[src/hha_pkg.sv]
package hha_pkg;

    // datapath widths
    localparam int TW_W = 32;
    localparam int PER_W = 28;
    localparam int HOLD_W = 8;
    localparam int ACC_W = TW_W + PER_W;
    localparam int COND_W = 6;
    localparam int TICK_W = 14;
    localparam int DIV_CNT_W = 6;

    // register indices; byte address is four times the index
    localparam logic [15:0] IDX_PER0 = 16'h140A;
    localparam logic [15:0] IDX_PER1 = 16'h140B;
    localparam logic [15:0] IDX_PER2 = 16'h140C;
    localparam logic [15:0] IDX_PER3 = 16'h140D;
    localparam logic [15:0] IDX_COND = 16'h140E;
    localparam logic [15:0] IDX_HOLD = 16'h1410;
    localparam logic [15:0] IDX_STAT = 16'h1420;
    localparam logic [15:0] IDX_AVG = 16'h1421;

    // reset values
    localparam logic [PER_W-1:0] RST_PERIOD = 28'h000000A;
    localparam logic [COND_W-1:0] RST_COND = 6'h18;
    localparam logic [HOLD_W-1:0] RST_HOLD = 8'h00;

    // field positions
    localparam int COND_FL_DELAY_BIT = 4;
    localparam int STAT_VALID_BIT = 2;
    localparam int STAT_BUSY_BIT = 3;

    // timing: one millisecond at the bus clock rate
    localparam int MS_NS = 1000000;
    localparam int CLK_PERIOD_NS = 100;
    localparam int MS_CYCLES = MS_NS / CLK_PERIOD_NS;

    // ahb encodings
    localparam logic [1:0] HTRANS_NONSEQ = 2'h2;

    typedef enum logic [1:0] {
        ST_WAIT_LOCK = 2'b00,
        ST_HOLDOFF = 2'b01,
        ST_AVERAGE = 2'b10
    } hha_state_e;

    typedef struct packed {
        logic [PER_W-1:0] period;
        logic [COND_W-1:0] cond;
        logic [HOLD_W-1:0] holdoff;
    } hha_cfg_s;

    typedef struct packed {
        logic [TW_W-1:0] word;
        logic valid;
    } hha_avg_s;

    // byte address of a register index
    function automatic logic [31:0] addr_of(input logic [15:0] idx);
        return {14'h0000, idx, 2'b00};
    endfunction

endpackage

[src/hha_averager.sv]
// Functional notes
// - averaging period is a 28-bit unsigned millisecond count
// - holdover word is the mean of tuning-word samples over the period
// - periods from one millisecond up to the full 28-bit count work
// - with lock-delay bit set, averaging waits for frequency lock
// - after lock with delay bit set, wait the hold-off time too
// - with lock-delay bit clear, averaging runs whatever the lock state
// - hold-off is an 8-bit millisecond count delaying accumulation
// - a zero hold-off skips the delay entirely
//
// The AHB-Lite slave port is this design's own decision.
module hha_averager #(
    parameter int MS_TICK_CYCLES = hha_pkg::MS_CYCLES // cycles per ms tick
) (
    input wire logic hclk, // bus and core clock
    input wire logic hresetn, // async reset, active low
    input wire logic hsel, // slave select
    input wire logic [31:0] haddr, // byte address
    input wire logic [1:0] htrans, // transfer type
    input wire logic hwrite, // write when high
    input wire logic [2:0] hsize, // word only
    input wire logic [31:0] hwdata, // write data
    input wire logic hready, // bus ready in
    output logic [31:0] hrdata, // read data
    output logic hreadyout, // always ready
    output logic hresp, // always okay
    input wire logic [hha_pkg::TW_W-1:0] tuning_word, // loop tuning word
    input wire logic freq_locked, // frequency lock from detector
    output hha_pkg::hha_avg_s holdover, // averaged word and valid
    output logic averaging // accumulation running
);

    // ---------------- bus slave ----------------
    logic wr_pend_q, wr_pend_d;
    logic [31:0] wr_addr_q, wr_addr_d;
    logic [31:0] rdata_q, rdata_d;
    hha_pkg::hha_cfg_s cfg_q, cfg_d;
    hha_pkg::hha_state_e state_q, state_d;
    hha_pkg::hha_avg_s avg_q, avg_d;
    logic div_busy_q, div_busy_d;
    logic addr_ok;

    assign hreadyout = 1'b1;
    assign hresp = 1'b0;
    assign hrdata = rdata_q;
    assign addr_ok = hsel && hready && (htrans == hha_pkg::HTRANS_NONSEQ);

    // capture writes for the data phase; reads answer from a flop next cycle
    always_comb begin
        wr_pend_d = addr_ok && hwrite;
        wr_addr_d = addr_ok ? haddr : wr_addr_q;
        rdata_d = rdata_q;
        if (addr_ok && !hwrite) begin
            if (haddr == hha_pkg::addr_of(hha_pkg::IDX_PER0)) begin
                rdata_d = {24'h000000, cfg_q.period[7:0]};
            end else if (haddr == hha_pkg::addr_of(hha_pkg::IDX_PER1)) begin
                rdata_d = {24'h000000, cfg_q.period[15:8]};
            end else if (haddr == hha_pkg::addr_of(hha_pkg::IDX_PER2)) begin
                rdata_d = {24'h000000, cfg_q.period[23:16]};
            end else if (haddr == hha_pkg::addr_of(hha_pkg::IDX_PER3)) begin
                rdata_d = {28'h0000000, cfg_q.period[27:24]}; // upper nibble reserved
            end else if (haddr == hha_pkg::addr_of(hha_pkg::IDX_COND)) begin
                rdata_d = {26'h0, cfg_q.cond};
            end else if (haddr == hha_pkg::addr_of(hha_pkg::IDX_HOLD)) begin
                rdata_d = {24'h000000, cfg_q.holdoff};
            end else if (haddr == hha_pkg::addr_of(hha_pkg::IDX_STAT)) begin
                rdata_d = {28'h0000000, div_busy_q, avg_q.valid, state_q};
            end else if (haddr == hha_pkg::addr_of(hha_pkg::IDX_AVG)) begin
                rdata_d = avg_q.word;
            end else begin
                rdata_d = 32'h00000000; // unmapped reads as zero
            end
        end
    end

    // configuration writes, low byte lane only
    always_comb begin
        cfg_d = cfg_q;
        if (wr_pend_q) begin
            if (wr_addr_q == hha_pkg::addr_of(hha_pkg::IDX_PER0)) begin
                cfg_d.period[7:0] = hwdata[7:0];
            end else if (wr_addr_q == hha_pkg::addr_of(hha_pkg::IDX_PER1)) begin
                cfg_d.period[15:8] = hwdata[7:0];
            end else if (wr_addr_q == hha_pkg::addr_of(hha_pkg::IDX_PER2)) begin
                cfg_d.period[23:16] = hwdata[7:0];
            end else if (wr_addr_q == hha_pkg::addr_of(hha_pkg::IDX_PER3)) begin
                cfg_d.period[27:24] = hwdata[3:0];
            end else if (wr_addr_q == hha_pkg::addr_of(hha_pkg::IDX_COND)) begin
                cfg_d.cond = hwdata[5:0];
            end else if (wr_addr_q == hha_pkg::addr_of(hha_pkg::IDX_HOLD)) begin
                cfg_d.holdoff = hwdata[7:0];
            end
        end
    end

    always_ff @(posedge hclk or negedge hresetn) begin
        if (!hresetn) begin
            wr_pend_q <= 1'b0;
            wr_addr_q <= 32'h00000000;
            rdata_q <= 32'h00000000;
            cfg_q <= {hha_pkg::RST_PERIOD, hha_pkg::RST_COND, hha_pkg::RST_HOLD};
        end else begin
            wr_pend_q <= wr_pend_d;
            wr_addr_q <= wr_addr_d;
            rdata_q <= rdata_d;
            cfg_q <= cfg_d;
        end
    end

    // ---------------- millisecond tick ----------------
    logic [hha_pkg::TICK_W-1:0] tick_cnt_q, tick_cnt_d;
    logic ms_tick;

    // free-running divider so the hold-off and period counters share one time base
    always_comb begin
        ms_tick = (tick_cnt_q == hha_pkg::TICK_W'(MS_TICK_CYCLES - 1));
        tick_cnt_d = ms_tick ? '0 : tick_cnt_q + 1'b1;
    end

    always_ff @(posedge hclk or negedge hresetn) begin
        if (!hresetn) begin
            tick_cnt_q <= '0;
        end else begin
            tick_cnt_q <= tick_cnt_d;
        end
    end

    // ---------------- start control and accumulation ----------------
    logic [hha_pkg::HOLD_W-1:0] hold_cnt_q, hold_cnt_d;
    logic [hha_pkg::PER_W-1:0] per_cnt_q, per_cnt_d;
    logic [hha_pkg::ACC_W-1:0] acc_q, acc_d;
    logic [hha_pkg::ACC_W-1:0] acc_sum;
    logic fl_delay, period_done;

    assign fl_delay = cfg_q.cond[hha_pkg::COND_FL_DELAY_BIT];
    assign acc_sum = acc_q + hha_pkg::ACC_W'(tuning_word);
    assign period_done = ms_tick && (per_cnt_q + 1'b1 == cfg_q.period);
    assign averaging = (state_q == hha_pkg::ST_AVERAGE);

    // losing lock while gated restarts acquisition and drops the partial sum
    always_comb begin
        state_d = state_q;
        hold_cnt_d = hold_cnt_q;
        per_cnt_d = per_cnt_q;
        acc_d = acc_q;
        case (state_q)
            hha_pkg::ST_WAIT_LOCK: begin
                hold_cnt_d = '0;
                if (!fl_delay) begin
                    state_d = hha_pkg::ST_AVERAGE;
                end else if (freq_locked) begin
                    if (cfg_q.holdoff == '0) begin
                        state_d = hha_pkg::ST_AVERAGE;
                    end else begin
                        state_d = hha_pkg::ST_HOLDOFF;
                    end
                end
            end
            hha_pkg::ST_HOLDOFF: begin
                if (!freq_locked && fl_delay) begin
                    state_d = hha_pkg::ST_WAIT_LOCK;
                end else if (!fl_delay) begin
                    // clearing the bit mid hold-off must not stall averaging
                    state_d = hha_pkg::ST_AVERAGE;
                end else if (ms_tick) begin
                    hold_cnt_d = hold_cnt_q + 1'b1;
                    if (hold_cnt_q + 1'b1 >= cfg_q.holdoff) begin
                        state_d = hha_pkg::ST_AVERAGE;
                    end
                end
            end
            hha_pkg::ST_AVERAGE: begin
                if (fl_delay && !freq_locked) begin
                    state_d = hha_pkg::ST_WAIT_LOCK;
                    per_cnt_d = '0;
                    acc_d = '0;
                end else if (ms_tick) begin
                    // one sample per millisecond, so the count equals the period
                    if (period_done) begin
                        per_cnt_d = '0;
                        acc_d = '0;
                    end else begin
                        per_cnt_d = per_cnt_q + 1'b1;
                        acc_d = acc_sum;
                    end
                end
            end
            default: begin
                state_d = hha_pkg::ST_WAIT_LOCK;
            end
        endcase
    end

    always_ff @(posedge hclk or negedge hresetn) begin
        if (!hresetn) begin
            state_q <= hha_pkg::ST_WAIT_LOCK;
            hold_cnt_q <= '0;
            per_cnt_q <= '0;
            acc_q <= '0;
        end else begin
            state_q <= state_d;
            hold_cnt_q <= hold_cnt_d;
            per_cnt_q <= per_cnt_d;
            acc_q <= acc_d;
        end
    end

    // ---------------- sequential divider ----------------
    // restoring division, one bit a cycle: far shorter than a millisecond
    logic [hha_pkg::ACC_W-1:0] quo_q, quo_d;
    logic [hha_pkg::PER_W:0] rem_q, rem_d;
    logic [hha_pkg::PER_W-1:0] dvs_q, dvs_d;
    logic [hha_pkg::DIV_CNT_W-1:0] div_cnt_q, div_cnt_d;
    logic [hha_pkg::PER_W:0] rem_sh;
    logic div_start;

    assign div_start = averaging && period_done && !(fl_delay && !freq_locked);

    always_comb begin
        quo_d = quo_q;
        rem_d = rem_q;
        dvs_d = dvs_q;
        div_cnt_d = div_cnt_q;
        div_busy_d = div_busy_q;
        avg_d = avg_q;
        rem_sh = {rem_q[hha_pkg::PER_W-1:0], quo_q[hha_pkg::ACC_W-1]};
        if (div_start) begin
            quo_d = acc_sum;
            rem_d = '0;
            dvs_d = cfg_q.period;
            div_cnt_d = '0;
            div_busy_d = 1'b1;
        end else if (div_busy_q) begin
            if (rem_sh >= {1'b0, dvs_q}) begin
                rem_d = rem_sh - {1'b0, dvs_q};
                quo_d = {quo_q[hha_pkg::ACC_W-2:0], 1'b1};
            end else begin
                rem_d = rem_sh;
                quo_d = {quo_q[hha_pkg::ACC_W-2:0], 1'b0};
            end
            div_cnt_d = div_cnt_q + 1'b1;
            if (div_cnt_q == hha_pkg::DIV_CNT_W'(hha_pkg::ACC_W - 1)) begin
                div_busy_d = 1'b0;
                avg_d.word = quo_d[hha_pkg::TW_W-1:0];
                avg_d.valid = 1'b1;
            end
        end
    end

    always_ff @(posedge hclk or negedge hresetn) begin
        if (!hresetn) begin
            quo_q <= '0;
            rem_q <= '0;
            dvs_q <= '0;
            div_cnt_q <= '0;
            div_busy_q <= 1'b0;
            avg_q <= '0;
        end else begin
            quo_q <= quo_d;
            rem_q <= rem_d;
            dvs_q <= dvs_d;
            div_cnt_q <= div_cnt_d;
            div_busy_q <= div_busy_d;
            avg_q <= avg_d;
        end
    end

    assign holdover = avg_q;

endmodule

[config.mk]
export PLATFORM = sky130hd
export DESIGN_NAME = hha_averager
export DESIGN_NICKNAME = d
export VERILOG_FILES = /design/src/hha_pkg.sv /design/src/hha_averager.sv
export SDC_FILE = /design/constraint.sdc
export NUM_CORES = 1
export LEC_CHECK = 0
export BUFFER_PORTS_ARGS = -buffer_cell sky130_fd_sc_hd__buf_4
export CAP_MARGIN = 25
export CORE_ASPECT_RATIO = 0.7
export CORE_MARGIN = 2
export CORE_UTILIZATION = 60
export DETAILED_ROUTE_END_ITERATION = 16
export PLACE_DENSITY = 0.91
export SKIP_LAST_GASP = 1
export SYNTH_ARGS = -nofsm -noshare
export SYNTH_HDL_FRONTEND = slang
export SYNTH_SLANG_ARGS = --single-unit
[constraint.sdc]
create_clock -name hclk -period 7.42 [get_ports hclk]
set_input_delay 0 -clock hclk [delete_from_list [all_inputs] [get_ports hclk]]
set_output_delay 0 -clock hclk [all_outputs]
set_load 0.03 [all_outputs]
==> results.md <==
- Total number of vias: about 19k
- Clock Latency Late Sink: around 0.56 ns
- Post-CTS Setup Repair Bufs: 0
- PwrDens: approximately 190 mW/mm^2
- Share of Yosys cell area claimed by the top area cell type: 0.438
- H-tree depth: 2
- Routed Antenna Nets: 0
- # IOs: about 180
- Crit start category: register
- DR iter-0 viols: 2352
- DP HPWL: about 39 mm
- Core ar.: around 0.035 sq mm
- RSZ-0062 raised after global routing: false
- Cts repair resizes: 0
- Setup TNS: 0 ns
- Tot GR Track Use: 0.328
- Num rows: 57
- Share of cells above drive strength 1: 0.155
- Ys Warns: 0
- Core Util, Final: 0.703
- Via density: ~6.6
- Clk sinks: roughly 380
- Hold WC Path Type: in -> reg
- Worst Path Required: about 7.9 ns
- IO buf count: between 100 and 150
- Final net count: 2489
- Mapped Cells: 2180
- Top cells by area, synth: dfrtp_1, mux2_2, ha_1
- Crit Path Class: reg -> reg
- Initial antenna violation count: 1
- Slew at the pin with the worst max-slew slack: roughly 1.1 ns
- Slew HR: 0.239
- Leak: 11.3 nW
- First-pass GRT wire length: 97.9 mm
- Mapped Area: 0.0212 sq mm
- Crit path capture type: register
- Drt wl/cell: ~22 um
- Total Routed Length: 61.5 mm
- Area leader, netlist: dfrtp_1
- P&R area growth vs syn: 15.1%
- Register area share after synthesis: 0.443
- #FFs+latches synth: about 380
- Worst VDD drop: 0.000203 V
- Grt ovf: 0
- Max Buffers Root-to-Sink: 3
- Gpl congestion: between 0.9 and 1
- Final critical-path share of the clock period: 0.633
- Vias in the first global route: 18.3k
- Data arrival time of the critical path: roughly 5.2 ns
- Final setup viols: 0
- First-pass detailed-route iteration total: 7
- Die H: between 150 and 200 um
- Slew Viols, Final: 0
- Die X: about 230 um
- Power Total: between 0.004 and 0.005 W
- Total of max-cap violations: 0
- Clock Root Buffer: clkbuf_16
- FFs w/ async S/R, synth: 1.00
- Mapped Nets: 2361
- Clk_skew: 0.0284 ns
- Min Tclk post-route: 4.70 ns
- Mapped Avg Cell Area: 9.73 sq um
- Fmax: 213 MHz
- CTS hold repair buffers: 44
- Status: finished, final reports clean
- Largest net degree at the start of global routing: ~170
- CTS tree: done
- Final Hold Viols: 0
- Max FO, Critical Path: 56
- Post-route DRC violation count: 0
- CTS buffer count: 37
- Synth cell types: between 70 and 80
- Post-synth EDFFs: 0
- Ys flop type: dfrtp_1
- Die area: roughly 0.037 sq mm
- Initial Util: 0.611
- Clock slew at the register clock pins of the worst setup and hold paths: roughly 0.070 ns
## per-stage QoR
step	hold WS, ns	cells	instance area [sq um]	setup WS (ns)
floorplan	-0.296	2180	21200	4.04
global placement	0.0717	2694	22600	2.97
detailed placement	0.0669	2695	22600	2.82
CTS	0.00458	2806	24400	2.82
global route	0.0443	2809	24400	2.36
finish	0.0230	2809	24400	2.72
## final timing paths
kind                                           from                         to  slack [ns]  cells past startpoint
max                        per_cnt_q[3]$_DFFE_PN0P_      quo_q[17]$_DFFE_PN0P_        2.72                     11
min                                  tuning_word[4]       acc_q[4]$_DFFE_PN0P_        0.02                      4
max reg2reg                per_cnt_q[3]$_DFFE_PN0P_      quo_q[17]$_DFFE_PN0P_        2.72                     11
min reg2reg                 tick_cnt_q[0]$_DFF_PN0_    tick_cnt_q[0]$_DFF_PN0_        0.45                      1
max in group asynchronous                   hresetn  hold_cnt_q[5]$_DFFE_PN0P_        5.43                      4
min in group asynchronous                   hresetn   holdover[25]$_DFFE_PN0P_        0.07                      2
## kinds of logic after synthesis
| group | share of synthesized area |
|---|---|
| AND/OR/NAND/NOR | 0.163 |
| AO/OA/AOI/OAI | 0.175 |
| flip-flops | 0.443 |
| buffers and inverters | 0.0370 |
| multiplexers | 0.0812 |
| XOR/XNOR | 0.0570 |
| adder cells (fa/ha/maj) | 0.0444 |
| other | 0.000354 |
## per-layer routing
| metal | GRT usage | vias to the layer above | routed length [um] |
|---|---|---|---|
| met5 | 0 | - | 0 |
| met2 | 0.528 | 1131 | 28400 |
| met3 | 0.0595 | 224 | 6080 |
| met4 | 0.140 | 0 | 2700 |
| li1 | - | 8164 | - |
| met1 | 0.442 | 9097 | 24300 |
## power breakdown
group          switching [W]  internal [W]  total [W]
registers          0.0000628       0.00210    0.00217
logic               0.000227      0.000153   0.000380
clock network       0.000867       0.00121    0.00208
total                0.00116       0.00347    0.00463
## area by class of cell
type / count / area [sq um]
multi-input cells: 1611 / 11100
clock buffers: 51 / 1120
inverters: 73 / 274
flip-flops and latches: 375 / 9390
diodes: 1 / 2.50
clock inverters: 16 / 228
repair buffers: 210 / 1720
well taps: 472 / 591
fillers: 2254 / 10300
## layout by cell type (no fill, tap or decap), types with 11 or more instances in the layout
| cell | instances |
|---|---|
| clkbuf_16 | 38 |
| mux2_1 | 32 |
| buf_4 | 162 |
| a31oi_1 | 32 |
| nor4_1 | 29 |
| nor2b_1 | 74 |
| dlygate4sd3_1 | 44 |
| and3_1 | 27 |
| a211oi_1 | 85 |
| inv_1 | 73 |
| o21a_1 | 13 |
| nor3_1 | 35 |
| mux2_2 | 97 |
| a22o_1 | 28 |
| or2_2 | 12 |
| ha_1 | 72 |
| nor2_1 | 109 |
| or3_1 | 20 |
| xor2_1 | 49 |
| o21ai_0 | 146 |
| nor3b_1 | 11 |
| clkbuf_8 | 12 |
| nand3_1 | 53 |
| a21o_1 | 36 |
| mux2i_1 | 27 |
| a21oi_1 | 153 |
| xnor2_1 | 89 |
| and2_1 | 16 |
| nand2_1 | 173 |
| dfrtp_1 | 370 |
| nand2b_1 | 22 |
| nand4_1 | 31 |
## flip-flops by register name, indices dropped and copies added (netlist names)
| register | flops |
|---|---|
| cfg_q | 42 |
| state_q | 2 |
| quo_q | 60 |
| hold_cnt_q | 8 |
| div_busy_q | 1 |
| wr_pend_q | 1 |
| per_cnt_q | 28 |
| rem_q | 28 |
| dvs_q | 28 |
| div_cnt_q | 6 |
| acc_q | 60 |
| holdover | 33 |
| wr_addr_q | 32 |
| tick_cnt_q | 14 |
| hrdata | 32 |
## Yosys cell counts, drive strengths merged, types with 28 or more instances
cell type  count
dfrtp        371
a31oi         32
ha            72
mux2         129
xor2          49
a22o          28
o21ai        147
nor2         109
nand4         32
a21oi        153
nor4          33
clkbuf        85
nor2b         74
a211oi        85
nand2        173
nand3         53
a21o          36
nor3          35
xnor2         89
buf           36
inv           73
## critical path, cell delays in order, from the launching register on
cell      delay [ns]
dfrtp_1         0.48
nand3_1         0.41
nor3_1          0.76
nand4_1         0.32
xnor2_1         0.22
nor3_1          0.22
nand4_1         0.27
nor4_4          0.39
buf_4           0.67
buf_4           0.58
a211oi_1        0.11
a21oi_1         0.18
No activity file was read; power rests on OpenSTA's default activity.
